--- config.mk ---
export PLATFORM = sky130hd
export DESIGN_NAME = tvl_limits
export DESIGN_NICKNAME = d
export VERILOG_FILES = /design/src/core/tvl_pkg.sv /design/src/core/tvl_limits.sv /design/src/core/tvl_retry_unit.sv
export VERILOG_INCLUDE_DIRS = /design/src /design/src/core
export SDC_FILE = /design/constraint.sdc
export NUM_CORES = 2
export LEC_CHECK = 0
export BUFFER_PORTS_ARGS = -buffer_cell sky130_fd_sc_hd__buf_2
export CORE_MARGIN = 8
export CORE_UTILIZATION = 50
export DETAILED_ROUTE_END_ITERATION = 8
export GPL_ROUTABILITY_DRIVEN = 0
export HOLD_SLACK_MARGIN = 0.02
export PLACE_DENSITY = 0.74
export SYNTH_ARGS = -nofsm -noshare
export SYNTH_HDL_FRONTEND = slang
export SYNTH_SLANG_ARGS = --single-unit
export TNS_END_PERCENT = 1
--- constraint.sdc ---
create_clock -name clk_sys -period 4.7 [get_ports clk_sys]
set_input_delay 0.235 -clock clk_sys [delete_from_list [all_inputs] [get_ports clk_sys]]
set_output_delay 0.235 -clock clk_sys [all_outputs]
set_load 0.01 [all_outputs]
--- src/core/tvl_params.svh ---
// Purpose: Command codes, field positions, reset values and timing counts.
// Assumes: 250 MHz system clock.
// Notes:   Definitions only; included by bare name.
`ifndef TVL_PARAMS_SVH
`define TVL_PARAMS_SVH

`define TVL_CMD_CLEAR_STATUS   8'h03
`define TVL_CMD_UT_FAULT_LIM   8'h53
`define TVL_CMD_UT_FAULT_ACT   8'h54
`define TVL_CMD_OV_FAULT_LIM   8'h55
`define TVL_CMD_OV_FAULT_ACT   8'h56
`define TVL_CMD_OV_WARN_LIM    8'h57
`define TVL_CMD_UV_WARN_LIM    8'h58
`define TVL_CMD_UV_FAULT_LIM   8'h59
`define TVL_CMD_UV_FAULT_ACT   8'h5A
`define TVL_CMD_STATUS_WORD    8'h79
`define TVL_CMD_STATUS_INPUT   8'h7C
`define TVL_CMD_STATUS_TEMP    8'h7D

`define TVL_RST_UT_FAULT_LIM   16'hE530
`define TVL_RST_OV_FAULT_LIM   16'hD3A0
`define TVL_RST_OV_WARN_LIM    16'hD34D
`define TVL_RST_ACTION         8'h80

`define TVL_ACT_RSV_PATTERN    2'h2
`define TVL_RETRY_NONE         3'h0
`define TVL_RETRY_ALWAYS       3'h7

`define TVL_SW_INPUT           13
`define TVL_SW_UV_FAULT        3
`define TVL_SW_TEMPERATURE     2
`define TVL_SW_UNLISTED        0
`define TVL_SI_OV_FAULT        7
`define TVL_SI_OV_WARN         6
`define TVL_SI_UV_WARN         5
`define TVL_SI_UV_FAULT        4
`define TVL_ST_UT_FAULT        4

`define TVL_L11_MANT_MAX       16'sh03FF
`define TVL_L11_MANT_MIN       -16'sh0400
`define TVL_UV_WARN_NUM        16'sh000B
`define TVL_UV_WARN_DEN        16'sh000A

`define TVL_CLK_MHZ            250
`define TVL_RETRY_STEP_MS      35
`define TVL_RETRY_STEP_CYC     (`TVL_RETRY_STEP_MS * `TVL_CLK_MHZ * 1000)

`endif

--- src/core/tvl_pkg.sv ---
// Purpose: Shared types for the fault limit and retry block.
// Assumes: Linear-eleven words: 5-bit signed exponent, 11-bit mantissa.
// Notes:   The decode helper scales by 2^16 so every exponent is exact.
package tvl_pkg;

  typedef struct packed {
    logic        valid;
    logic        write;
    logic [7:0]  code;
    logic [15:0] wdata;
  } tvl_cmd_t;

  typedef struct packed {
    logic        valid;
    logic [15:0] temp;
    logic [15:0] vin;
  } tvl_meas_t;

  typedef struct packed {
    logic [1:0] rsv;
    logic [2:0] mode;
    logic [2:0] delay;
  } tvl_action_t;

  typedef enum logic [2:0] {
    TVL_RUN  = 3'b001,
    TVL_HOLD = 3'b010,
    TVL_WAIT = 3'b100
  } tvl_retry_state_t;

  // Shift of exponent plus 16 is the exponent with its sign bit flipped.
  function automatic logic signed [47:0] tvl_l11_val(input logic [15:0] w);
    logic signed [47:0] m;
    logic [4:0]         sh;
    m = 48'(signed'(w[10:0]));
    sh = {~w[15], w[14:11]};
    return m <<< sh;
  endfunction

endpackage

--- src/core/tvl_limits.sv ---
// Purpose: Temperature and input voltage limits, status and retry control.
// Assumes: Commands arrive decoded from the serial interface, one per cycle.
// Notes:   Strap values are captured on the first edge after reset release.
`timescale 1ns/10ps
`include "tvl_params.svh"
module tvl_limits
  import tvl_pkg::*;
#(
  parameter int unsigned RETRY_STEP_CYC = `TVL_RETRY_STEP_CYC
) (
  input  wire logic        clk_sys,
  input  wire logic        rstn,
  input  wire tvl_cmd_t    cmd,
  input  wire tvl_meas_t   meas,
  input  wire logic [15:0] undertemp_warning_threshold,
  input  wire logic [15:0] uv_strap_threshold,
  input  wire logic        on_request,
  output logic             rd_valid,
  output logic [15:0]      rd_data,
  output logic             power_enable,
  output logic             alert_n
);

  // Configuration registers.
  logic [15:0] undertemp_fault_threshold;
  logic [5:0]  undertemp_fault_action;
  logic [15:0] input_overvolt_fault_threshold;
  logic [5:0]  input_overvolt_fault_action;
  logic [15:0] input_overvolt_warn_threshold;
  logic [15:0] input_undervolt_warn_threshold;
  logic [15:0] input_undervolt_fault_threshold;
  logic [5:0]  input_undervolt_fault_action;
  logic        strap_done;

  logic [15:0] next_ut_lim;
  logic [5:0]  next_ut_act;
  logic [15:0] next_ov_lim;
  logic [5:0]  next_ov_act;
  logic [15:0] next_ov_warn;
  logic [15:0] next_uv_warn;
  logic [15:0] next_uv_lim;
  logic [5:0]  next_uv_act;
  logic        next_strap_done;

  // Fault levels and sticky status.
  logic        ut_fault;
  logic        ov_fault;
  logic        uv_fault;
  logic        input_overvolt_warn_flag;
  logic        input_undervolt_warn_flag;
  logic        input_undervolt_fault_event;
  logic        st_ov_fault;
  logic        st_ut_fault;
  logic        st_input;
  logic        unlisted_fault_flag;
  logic        next_ut_fault;
  logic        next_ov_fault;
  logic        next_uv_fault;
  logic        next_ov_warn_flag;
  logic        next_uv_warn_flag;
  logic        next_uv_event;
  logic        next_st_ov_fault;
  logic        next_st_ut_fault;
  logic        next_st_input;
  logic        next_unlisted;

  // Readback and output control.
  logic        next_rd_valid;
  logic [15:0] next_rd_data;
  logic        next_power_enable;
  logic        next_alert_n;

  // Helper terms.
  logic        wr;
  logic        rd;
  logic        clr;
  logic signed [47:0] t_val;
  logic signed [47:0] v_val;
  logic        ut_below;
  logic        ut_above_warn;
  logic        ov_above;
  logic        ov_warn_above;
  logic        uv_below;
  logic        uv_warn_below;
  logic        uv_above_warn;
  logic [15:0] strap_warn;
  logic signed [15:0] scaled;
  logic [15:0] status_word;
  logic [7:0]  status_input;
  logic [7:0]  status_temp;
  logic [2:0]  shut;
  logic [2:0]  hold;
  logic [2:0]  stop;

  assign wr  = cmd.valid && cmd.write;
  assign rd  = cmd.valid && !cmd.write;
  assign clr = wr && cmd.code == `TVL_CMD_CLEAR_STATUS;

  // Comparators run on the shared fixed-point scale of the decoder.
  always_comb begin
    t_val         = tvl_l11_val(meas.temp);
    v_val         = tvl_l11_val(meas.vin);
    ut_below      = t_val < tvl_l11_val(undertemp_fault_threshold);
    ut_above_warn = t_val > tvl_l11_val(undertemp_warning_threshold);
    ov_above      = v_val > tvl_l11_val(input_overvolt_fault_threshold);
    ov_warn_above = v_val > tvl_l11_val(input_overvolt_warn_threshold);
    uv_below      = v_val < tvl_l11_val(input_undervolt_fault_threshold);
    uv_warn_below = v_val < tvl_l11_val(input_undervolt_warn_threshold);
    uv_above_warn = v_val > tvl_l11_val(input_undervolt_warn_threshold);
  end

  // Warning default is the strap mantissa times eleven over ten; the
  // exponent is raised by one when the mantissa would leave its range,
  // which costs one bit of precision.
  always_comb begin
    scaled = (16'(signed'(uv_strap_threshold[10:0])) * `TVL_UV_WARN_NUM)
             / `TVL_UV_WARN_DEN;
    strap_warn = {uv_strap_threshold[15:11], scaled[10:0]};
    if (scaled > `TVL_L11_MANT_MAX || scaled < `TVL_L11_MANT_MIN) begin
      strap_warn = {uv_strap_threshold[15:11] + 5'h01, scaled[11:1]};
    end
  end

  // Register writes and the strap capture.
  always_comb begin
    next_ut_lim     = undertemp_fault_threshold;
    next_ut_act     = undertemp_fault_action;
    next_ov_lim     = input_overvolt_fault_threshold;
    next_ov_act     = input_overvolt_fault_action;
    next_ov_warn    = input_overvolt_warn_threshold;
    next_uv_warn    = input_undervolt_warn_threshold;
    next_uv_lim     = input_undervolt_fault_threshold;
    next_uv_act     = input_undervolt_fault_action;
    next_strap_done = 1'b1;
    if (!strap_done) begin
      next_uv_lim  = uv_strap_threshold;
      next_uv_warn = strap_warn;
    end else if (wr) begin
      case (cmd.code)
        `TVL_CMD_UT_FAULT_LIM: next_ut_lim  = cmd.wdata;
        `TVL_CMD_UT_FAULT_ACT: next_ut_act  = cmd.wdata[5:0];
        `TVL_CMD_OV_FAULT_LIM: next_ov_lim  = cmd.wdata;
        `TVL_CMD_OV_FAULT_ACT: next_ov_act  = cmd.wdata[5:0];
        `TVL_CMD_OV_WARN_LIM:  next_ov_warn = cmd.wdata;
        `TVL_CMD_UV_WARN_LIM:  next_uv_warn = cmd.wdata;
        `TVL_CMD_UV_FAULT_LIM: next_uv_lim  = cmd.wdata;
        `TVL_CMD_UV_FAULT_ACT: next_uv_act  = cmd.wdata[5:0];
        default: begin
          next_ut_lim = undertemp_fault_threshold;
        end
      endcase
    end
  end

  always_ff @(posedge clk_sys or negedge rstn) begin
    if (!rstn) begin
      undertemp_fault_threshold       <= `TVL_RST_UT_FAULT_LIM;
      undertemp_fault_action          <= 6'(`TVL_RST_ACTION);
      input_overvolt_fault_threshold  <= `TVL_RST_OV_FAULT_LIM;
      input_overvolt_fault_action     <= 6'(`TVL_RST_ACTION);
      input_overvolt_warn_threshold   <= `TVL_RST_OV_WARN_LIM;
      input_undervolt_warn_threshold  <= 16'h0000;
      input_undervolt_fault_threshold <= 16'h0000;
      input_undervolt_fault_action    <= 6'(`TVL_RST_ACTION);
      strap_done                      <= 1'b0;
    end else begin
      undertemp_fault_threshold       <= next_ut_lim;
      undertemp_fault_action          <= next_ut_act;
      input_overvolt_fault_threshold  <= next_ov_lim;
      input_overvolt_fault_action     <= next_ov_act;
      input_overvolt_warn_threshold   <= next_ov_warn;
      input_undervolt_warn_threshold  <= next_uv_warn;
      input_undervolt_fault_threshold <= next_uv_lim;
      input_undervolt_fault_action    <= next_uv_act;
      strap_done                      <= next_strap_done;
    end
  end

  // Fault levels move only on a measurement; sticky bits let a set win
  // over a clear arriving in the same cycle.
  always_comb begin
    next_ut_fault     = ut_fault;
    next_ov_fault     = ov_fault;
    next_uv_fault     = uv_fault;
    next_ov_warn_flag = input_overvolt_warn_flag & ~clr;
    next_uv_warn_flag = input_undervolt_warn_flag & ~clr;
    next_uv_event     = input_undervolt_fault_event & ~clr;
    next_st_ov_fault  = st_ov_fault & ~clr;
    next_st_ut_fault  = st_ut_fault & ~clr;
    next_st_input     = st_input & ~clr;
    next_unlisted     = unlisted_fault_flag & ~clr;
    if (meas.valid) begin
      next_ut_fault = ut_fault ? !ut_above_warn : ut_below;
      next_ov_fault = ov_above;
      next_uv_fault = uv_fault ? !uv_above_warn : uv_below;
      if (next_ut_fault) begin
        next_st_ut_fault = 1'b1;
      end
      if (next_ov_fault) begin
        next_st_ov_fault = 1'b1;
        next_st_input    = 1'b1;
      end
      if (next_uv_fault) begin
        next_uv_event = 1'b1;
        next_st_input = 1'b1;
      end
      if (ov_warn_above) begin
        next_ov_warn_flag = 1'b1;
        next_st_input     = 1'b1;
        next_unlisted     = 1'b1;
      end
      if (uv_warn_below) begin
        next_uv_warn_flag = 1'b1;
        next_st_input     = 1'b1;
        next_unlisted     = 1'b1;
      end
    end
    next_alert_n = !(next_ov_warn_flag | next_uv_warn_flag | next_uv_event |
                     next_st_ov_fault | next_st_ut_fault);
  end

  always_ff @(posedge clk_sys or negedge rstn) begin
    if (!rstn) begin
      ut_fault                    <= 1'b0;
      ov_fault                    <= 1'b0;
      uv_fault                    <= 1'b0;
      input_overvolt_warn_flag    <= 1'b0;
      input_undervolt_warn_flag   <= 1'b0;
      input_undervolt_fault_event <= 1'b0;
      st_ov_fault                 <= 1'b0;
      st_ut_fault                 <= 1'b0;
      st_input                    <= 1'b0;
      unlisted_fault_flag         <= 1'b0;
      alert_n                     <= 1'b1;
    end else begin
      ut_fault                    <= next_ut_fault;
      ov_fault                    <= next_ov_fault;
      uv_fault                    <= next_uv_fault;
      input_overvolt_warn_flag    <= next_ov_warn_flag;
      input_undervolt_warn_flag   <= next_uv_warn_flag;
      input_undervolt_fault_event <= next_uv_event;
      st_ov_fault                 <= next_st_ov_fault;
      st_ut_fault                 <= next_st_ut_fault;
      st_input                    <= next_st_input;
      unlisted_fault_flag         <= next_unlisted;
      alert_n                     <= next_alert_n;
    end
  end

  // One retry unit per fault; a held shutdown elsewhere stops retrying.
  assign stop[0] = !on_request || hold[1] || hold[2];
  assign stop[1] = !on_request || hold[0] || hold[2];
  assign stop[2] = !on_request || hold[0] || hold[1];

  tvl_retry_unit #(.STEP_CYC(RETRY_STEP_CYC)) u_ut_retry (
    .clk_sys      (clk_sys),
    .rstn         (rstn),
    .fault_active (ut_fault),
    .stop         (stop[0]),
    .action       ({`TVL_ACT_RSV_PATTERN, undertemp_fault_action}),
    .shut_off     (shut[0]),
    .hold         (hold[0])
  );

  tvl_retry_unit #(.STEP_CYC(RETRY_STEP_CYC)) u_ov_retry (
    .clk_sys      (clk_sys),
    .rstn         (rstn),
    .fault_active (ov_fault),
    .stop         (stop[1]),
    .action       ({`TVL_ACT_RSV_PATTERN, input_overvolt_fault_action}),
    .shut_off     (shut[1]),
    .hold         (hold[1])
  );

  tvl_retry_unit #(.STEP_CYC(RETRY_STEP_CYC)) u_uv_retry (
    .clk_sys      (clk_sys),
    .rstn         (rstn),
    .fault_active (uv_fault),
    .stop         (stop[2]),
    .action       ({`TVL_ACT_RSV_PATTERN, input_undervolt_fault_action}),
    .shut_off     (shut[2]),
    .hold         (hold[2])
  );

  // Status views and readback; unknown codes read as zero.
  always_comb begin
    status_word = 16'h0000;
    status_word[`TVL_SW_INPUT]       = st_input;
    status_word[`TVL_SW_UV_FAULT]    = input_undervolt_fault_event;
    status_word[`TVL_SW_TEMPERATURE] = st_ut_fault;
    status_word[`TVL_SW_UNLISTED]    = unlisted_fault_flag;
    status_input = 8'h00;
    status_input[`TVL_SI_OV_FAULT] = st_ov_fault;
    status_input[`TVL_SI_OV_WARN]  = input_overvolt_warn_flag;
    status_input[`TVL_SI_UV_WARN]  = input_undervolt_warn_flag;
    status_input[`TVL_SI_UV_FAULT] = input_undervolt_fault_event;
    status_temp = 8'h00;
    status_temp[`TVL_ST_UT_FAULT] = st_ut_fault;
    next_rd_valid = rd;
    next_rd_data  = 16'h0000;
    if (rd) begin
      case (cmd.code)
        `TVL_CMD_UT_FAULT_LIM: next_rd_data = undertemp_fault_threshold;
        `TVL_CMD_UT_FAULT_ACT:
          next_rd_data = {8'h00, `TVL_ACT_RSV_PATTERN,
                          undertemp_fault_action};
        `TVL_CMD_OV_FAULT_LIM: next_rd_data = input_overvolt_fault_threshold;
        `TVL_CMD_OV_FAULT_ACT:
          next_rd_data = {8'h00, `TVL_ACT_RSV_PATTERN,
                          input_overvolt_fault_action};
        `TVL_CMD_OV_WARN_LIM:  next_rd_data = input_overvolt_warn_threshold;
        `TVL_CMD_UV_WARN_LIM:  next_rd_data = input_undervolt_warn_threshold;
        `TVL_CMD_UV_FAULT_LIM: next_rd_data = input_undervolt_fault_threshold;
        `TVL_CMD_UV_FAULT_ACT:
          next_rd_data = {8'h00, `TVL_ACT_RSV_PATTERN,
                          input_undervolt_fault_action};
        `TVL_CMD_STATUS_WORD:  next_rd_data = status_word;
        `TVL_CMD_STATUS_INPUT: next_rd_data = {8'h00, status_input};
        `TVL_CMD_STATUS_TEMP:  next_rd_data = {8'h00, status_temp};
        default:               next_rd_data = 16'h0000;
      endcase
    end
    next_power_enable = on_request && !(|shut);
  end

  always_ff @(posedge clk_sys or negedge rstn) begin
    if (!rstn) begin
      rd_valid     <= 1'b0;
      rd_data      <= 16'h0000;
      power_enable <= 1'b0;
    end else begin
      rd_valid     <= next_rd_valid;
      rd_data      <= next_rd_data;
      power_enable <= next_power_enable;
    end
  end
endmodule // tvl_limits

--- src/core/tvl_retry_unit.sv ---
// Purpose: Shutdown and restart sequencing for one fault source.
// Assumes: fault_active is a level from the limit comparators.
// Notes:   Unused retry codes behave as no retry.
`timescale 1ns/10ps
`include "tvl_params.svh"
module tvl_retry_unit
  import tvl_pkg::*;
#(
  parameter int unsigned STEP_CYC = `TVL_RETRY_STEP_CYC
) (
  input  wire logic        clk_sys,
  input  wire logic        rstn,
  input  wire logic        fault_active,
  input  wire logic        stop,
  input  wire tvl_action_t action,
  output logic             shut_off,
  output logic             hold
);

  tvl_retry_state_t state;
  tvl_retry_state_t next_state;
  logic [23:0]      cyc;
  logic [23:0]      next_cyc;
  logic [2:0]       step;
  logic [2:0]       next_step;
  logic             next_shut_off;
  logic             next_hold;
  logic             step_tick;

  assign step_tick = (cyc == 24'(STEP_CYC - 1));

  always_comb begin
    next_state = state;
    next_cyc   = 24'h000000;
    next_step  = step;
    case (state)
      TVL_RUN: begin
        if (fault_active) begin
          next_step = 3'h0;
          if (action.mode == `TVL_RETRY_ALWAYS && !stop) begin
            next_state = TVL_WAIT;
          end else begin
            next_state = TVL_HOLD;
          end
        end
      end
      TVL_HOLD: begin
        if (!fault_active) begin
          next_state = TVL_RUN;
        end
      end
      TVL_WAIT: begin
        // Commanded off or another unit's held shutdown ends the retry loop.
        if (stop) begin
          next_state = TVL_HOLD;
        end else if (step_tick) begin
          if (step == action.delay) begin
            next_state = TVL_RUN;
          end else begin
            next_step = step + 3'h1;
          end
        end else begin
          next_cyc = cyc + 24'h000001;
        end
      end
      default: begin
        next_state = TVL_HOLD;
      end
    endcase
    next_shut_off = (next_state != TVL_RUN);
    next_hold     = (next_state == TVL_HOLD);
  end

  always_ff @(posedge clk_sys or negedge rstn) begin
    if (!rstn) begin
      state    <= TVL_RUN;
      cyc      <= 24'h000000;
      step     <= 3'h0;
      shut_off <= 1'b0;
      hold     <= 1'b0;
    end else begin
      state    <= next_state;
      cyc      <= next_cyc;
      step     <= next_step;
      shut_off <= next_shut_off;
      hold     <= next_hold;
    end
  end
endmodule // tvl_retry_unit

Yosys cells after proc, flatten, opt, wreduce, memory -nomap -nowiden
Index checks and enable logic that the tools add are counted.

Div/mod/pow operators: 1. $mul: 1. Order comparisons: 9. Add/subtract/negate cells: 7. Bitwise gates (word level): 20. Shift operators: 8. Reductions and logical operators: 37. Multiplexer cells: 74. Equal/unequal tests: 51.

Operator list (number): $sshl 11x5->48 (8); $mux 24 (9); $gt 48x48->1 (4); $pmux 16 s11 (1); $lt 48x48->1 (3); $mux 16 (8); $mux 3 (30); $eq 8x7->1 const B (11); $add 24x1->24 const B (3); $eq 24x24->1 const B (3); $pmux 3 s3 (3); $mux 1 (20); $eq 3x2->1 const B (6); $eq 3x3->1 const B (6); $ne 2x2->1 const B (9); $pmux 3 s2 (3); $reduce_and 3->1 (6); $div 16x5->16 const B (1); $gt 16x11->1 const B (1); $lt 16x11->1 const B (1); $mul 11x5->16 const B (1); $reduce_and 5->1 (3); $ne 2x1->1 const B (6); $add 3x1->3 const B (3); 14 further kinds (59).

Register bits: 224. Bits of input ports: 94. Output and inout bits: 19. Logic and storage cells: 246.

Logic depth before layout (Yosys ltp)
Depth in word-level cells: 11. Gate-level depth with buffers: 41. Mapped depth without buffers: 33.

Hierarchy
Synthesis repeated with hierarchy kept, for this count alone.

Cells, all modules: 3525. Area total of the unflattened synthesis: 27774.1 um^2.

By module, submodules not included: tvl_limits (cells each 2990, seq. area each 3233.1 um^2, area each 22589.2 um^2, instances 1); tvl_retry_unit at u_ov_retry ... (cells each 178, seq. area each 802.0 um^2, area each 1710.4 um^2, instances 2); tvl_retry_unit at u_uv_retry (cells each 179, seq. area each 802.0 um^2, area each 1764.2 um^2, instances 1).

Least setup slack after synthesis
OpenSTA, ideal clock, no wires.

Path type: input to register. Start: in uv_strap_threshold[3]. End: reg input_undervolt_warn_threshold[15]. Cell stages on the path: 35. Library setup time: 0.079 ns. Buffers on the path: 2. Arrival: 8.719 ns. Path slack: -4.098 ns. Required time: 4.621 ns. Path through: ha_1 inv_1 fa_1 inv_1 ha_1 a21o_1 a221oi_4 xor2_2 nand4_2 nor4_4 mux2_4 o22a_2 xnor2_1 o211a_1 buf_2 nand3_1 o211a_1 a311o_1 a22o_1 a211o_1 or4_1 a21oi_2 or3_1 a211oi_1 a2111oi_2 a221oi_1 ha_1 clkbuf_1 nor3_1 nand3_1 a2111oi_0 a211oi_2 o2111ai_1 mux2_1 mux2i_1.

Word-level cells in the longest chain between the ends: 6. Elaborated cells between the ends (all ways): 7. Those cells by class: 1 x mul; 1 x div; 2 x order compare; 2 x mux; 1 x reduce/logical.

Ends and longest elaborated chain: from (decl) (line tvl_limits.sv:16) `input wire logic [15:0] uv_strap_threshold,`; $mul 11x5->16 (no source line) (*); $div 16x5->16 (no source line) (*); $gt 16x11->1 (no source line) / $lt 16x11->1 (equally long branches); $logic_or 1x1->1 (no source line) (*); $mux 16 (*) (line tvl_limits.sv:119) `` if (scaled > `TVL_L11_MANT_MAX || scaled < `TVL_L11_MANT_MIN) begin ``; $mux 16 (*) (line tvl_limits.sv:135) `if (!strap_done) begin`; to (signal assigned) (line tvl_limits.sv:172) `input_undervolt_warn_threshold <= next_uv_warn;`; to (decl) (line tvl_limits.sv:30) `logic [15:0] input_undervolt_warn_threshold;`.

Every way passes the cells marked *; elsewhere a longest branch is shown, timed or not. A chain may end at the register's enable or synchronous reset.

Worst setup path in the final report
Start: in uv_strap_threshold[3]. End: reg input_undervolt_warn_threshold[14].

Same word-level chain as after synthesis.

==> results_dict.tcl <==
set metrics [dict create \
    multi_input_area_um2 21600 \
    cts_root_buffer "clkbuf_16" \
    holdWs_ns 0.0431 \
    syn_nets 3847 \
    die_area_um2 62200 \
    syn-mean-instance-area_um2 7.87 \
    worst_setup_path_end_kind "flop" \
    syn_inst 3458 \
    status "finished, violations left" \
    yosysTopAreaCell "dfrtp_1" \
    final_nets 4424 \
    synth_edf_count 0 \
    die_width_um 249 \
    ir_drop_mv 1.52 \
    num_io_pins 113 \
    grt_pass1_wl_um 146000 \
    seqCellArea_um2 5640 \
    grt.total_usage_pct 28.1 \
    hold_depth 3 \
    wl_per_cell_um 19.7 \
    initial_core_util_pct 50.6 \
    htreeDepth 1 \
    insertion_delay_ns 0.53 \
    power_per_cell_area_nw_per_um2 581 \
    crit_path_start "uv_strap_threshold[3]" \
    setup_viol_count_final 22 \
    fin_area_um2 34600 \
    yosys_warnings 0 \
    cts_buffers 23 \
    crit_path_top_delay_cell "fa_1" \
    cp.arrival_ns 8.40 \
    r2r_setup_slack_ns -0.47 \
    final_cell_mix "617 x buf_4, 342 x nor2_1, 311 x nand2_1" \
    syn2layout_area_growth_pct 27.0 \
    placed_area_um2 32800 \
    final_common_cell "buf_4" \
    coreArea_um2 53800 \
    place_ws_ns -3.93 \
    met3_usage_pct 4.22 \
    async_flop_share_pct 100 \
    synth_top_area_share_pct 18.1 \
    start_kind "input port" \
    grt_max_degree 125 \
    yosysUniqueCellTypes 105 \
    worst_slack_ns -3.29 \
    met1_usage_pct 38.5 \
    wl_um 93500 \
    hold_viol 0 \
    fin_crit_sh_pct 170 \
    synthFlopType "dfrtp_1" \
    violations "setup timing" \
    cts_tree "done" \
    synth-seq-cells 224 \
    grt_pass1_vias 27800 \
    drive_gt1_share_pct 27.3 \
    synth.cell_area_um2 27200 \
    synth.area.top_cells "dfrtp_1 18%, ha_1 13%, mux2i_1 6.3%, a21oi_1 4.9%, nor2_1 4.8%" \
    cp_common_cell "buf_4" \
    tightest_slew_ns 1.20 \
    maxCapViolations 0 \
    post-route-min-period_ns 7.99 \
    busiest_layer "met2" \
    hold_class "input port to flop" \
    drc 0 \
    cts.sink_count 224 \
    first_pass_iters 6 \
    slowest_delay_ns 0.53 \
    r2r-start "input_overvolt_fault_threshold[11]$_DFFE_PN0P_" \
    yosysSeqAreaShare_pct 20.7 \
    ant_nets 0 \
    num_vias 29400 \
    path_clk_slew_ns 0.07 \
    hpwlAfterDp_um 72600 \
    rsz0062_at_grt "true" \
    final-max-slew-violation-count 0 \
    final_util_pct 64.3 \
    grt_overflow 0 \
    portBuffers 112 \
    critPathRequiredTime_ns 5.11 \
    num-fill-cells 4432 \
    critPathMaxFanout 9 \
    antenna_found_initial 11 \
    grtUsageMet2_pct 43.6 \
    worstSetupEndpoint "input_undervolt_warn_threshold[14]$_DFFE_PN0P_" \
    skew_ns 0.0104 \
    avgViaCountPerCell 6.19 \
    leakagePower_nw 15.4 \
    critical_path_class "input port to flop" \
    rr_worst_depth 24 \
    drtIter0Drc 3268 \
    clk_path_buf_depth 3 \
    reg_top3 "u_ov_retry.cyc x24, u_ut_retry.cyc x24, u_uv_retry.cyc x24" \
    r2r-end "alert_n$_DFF_PN1_" \
    die_h_um 249 \
    fmax_mhz 125 \
    relSlewSlack_pct 20.0 \
    std_cell_rows 85 \
]
[how the worst min path moves through the flow]
stage	startpoint	to
floorplan	rstn	input_overvolt_fault_action[0]$_DFFE_PN0P_
CTS	uv_strap_threshold[13]	input_undervolt_fault_threshold[13]$_DFFE_PN0P_
detailed placement	rstn	u_ov_retry.cyc[20]$_DFF_PN0_
global placement	rstn	u_ov_retry.cyc[20]$_DFF_PN0_
finish	uv_strap_threshold[13]	input_undervolt_fault_threshold[13]$_DFFE_PN0P_
global route	uv_strap_threshold[11]	input_undervolt_fault_threshold[11]$_DFFE_PN0P_
[critical path: cells and delay by family]
family	cells	cell delay [ns]
adders and majority gates	4	1.26
AOI/OAI and AO/OA	16	3.62
muxes	2	0.49
and+or+nand+nor	8	1.37
buffers and inverters	9	1.40
[cell usage after synthesis (8+ instances only)]
cell type and count:
a211o_1 11, a211oi_1 27, a21boi_0 41, a21o_1 58
a21oi_1 268, a221o_1 10, a221oi_1 12, a22oi_1 69
a31oi_1 41, and2_1 42, and3_1 47, buf_1 21
clkbuf_1 158, dfrtp_1 197, dfstp_2 27, fa_1 8
ha_1 287, inv_1 86, mux2_2 94, mux2i_1 172
mux4_2 10, nand2_1 317, nand2b_1 83, nand3_1 68
nand4_1 79, nor2_1 347, nor2b_1 75, nor3_1 68
nor4_1 18, nor4b_1 9, o211ai_1 19, o21a_1 35
o21ai_0 254, o21ai_1 15, o22ai_1 12, o31a_1 14
o31ai_1 15, or2_2 19, or3_1 25, or4_1 8
xnor2_1 69, xor2_1 55
[layer usage]
metal  wire length [um]  share of wire (%)
met3               8560                9.1
met5                 38              0.041
met2              40200                 43
met4               4900                5.2
met1              39900                 43
[where the power goes]
group	switching [mW]	internal [mW]
combinational	8.46	7.50
clock	0.791	1.03
sequential	0.207	2.11
[what timing repair did]
action / CTS / global route
setup endpoints to repair: 21 / 27
gates resized for setup: 100 / 60
hold buffers: 4 / 0
buffers inserted: 14 / 9
pin swaps: 59 / 28
endpoints found under the hold margin: 107 / 0
[cell families after synthesis]
group                    count (synthesis)  share of synthesized area, %
AO/OA/AOI/OAI                         1007                          23.8
XOR/XNOR                               127                          4.17
adder cells (fa/ha/maj)                296                          13.8
buffers and inverters                  283                          3.98
flip-flops                             224                          20.7
multiplexers                           279                          11.2
other                                    1                        0.0138
AND/OR/NAND/NOR                       1241                          22.3
[area by class of cell]
cell class | count | share of cell area, %
Antenna cell | 8 | 0.0579
Sequential cell | 224 | 16.3
Clock buffer | 33 | 1.89
Inverter | 94 | 1.02
Tap cell | 696 | 2.52
Multi-Input combinational cell | 2951 | 62.4
Clock inverter | 9 | 0.264
Timing Repair Buffer | 741 | 15.6
[metrics by stage]
step / setup TNS, ns / power (mW) / std cells
after global routing: -59.84 / 21.3 / 4751
after detailed placement: -64.16 / 16.0 / 4680
final: -52.00 / 20.1 / 4756
after global placement: -59.21 / 15.7 / 4680
after CTS: -49.07 / 19.2 / 4739
after floorplan: -55.31 / 10.5 / 3458
(Power assumes the default switching activity.)
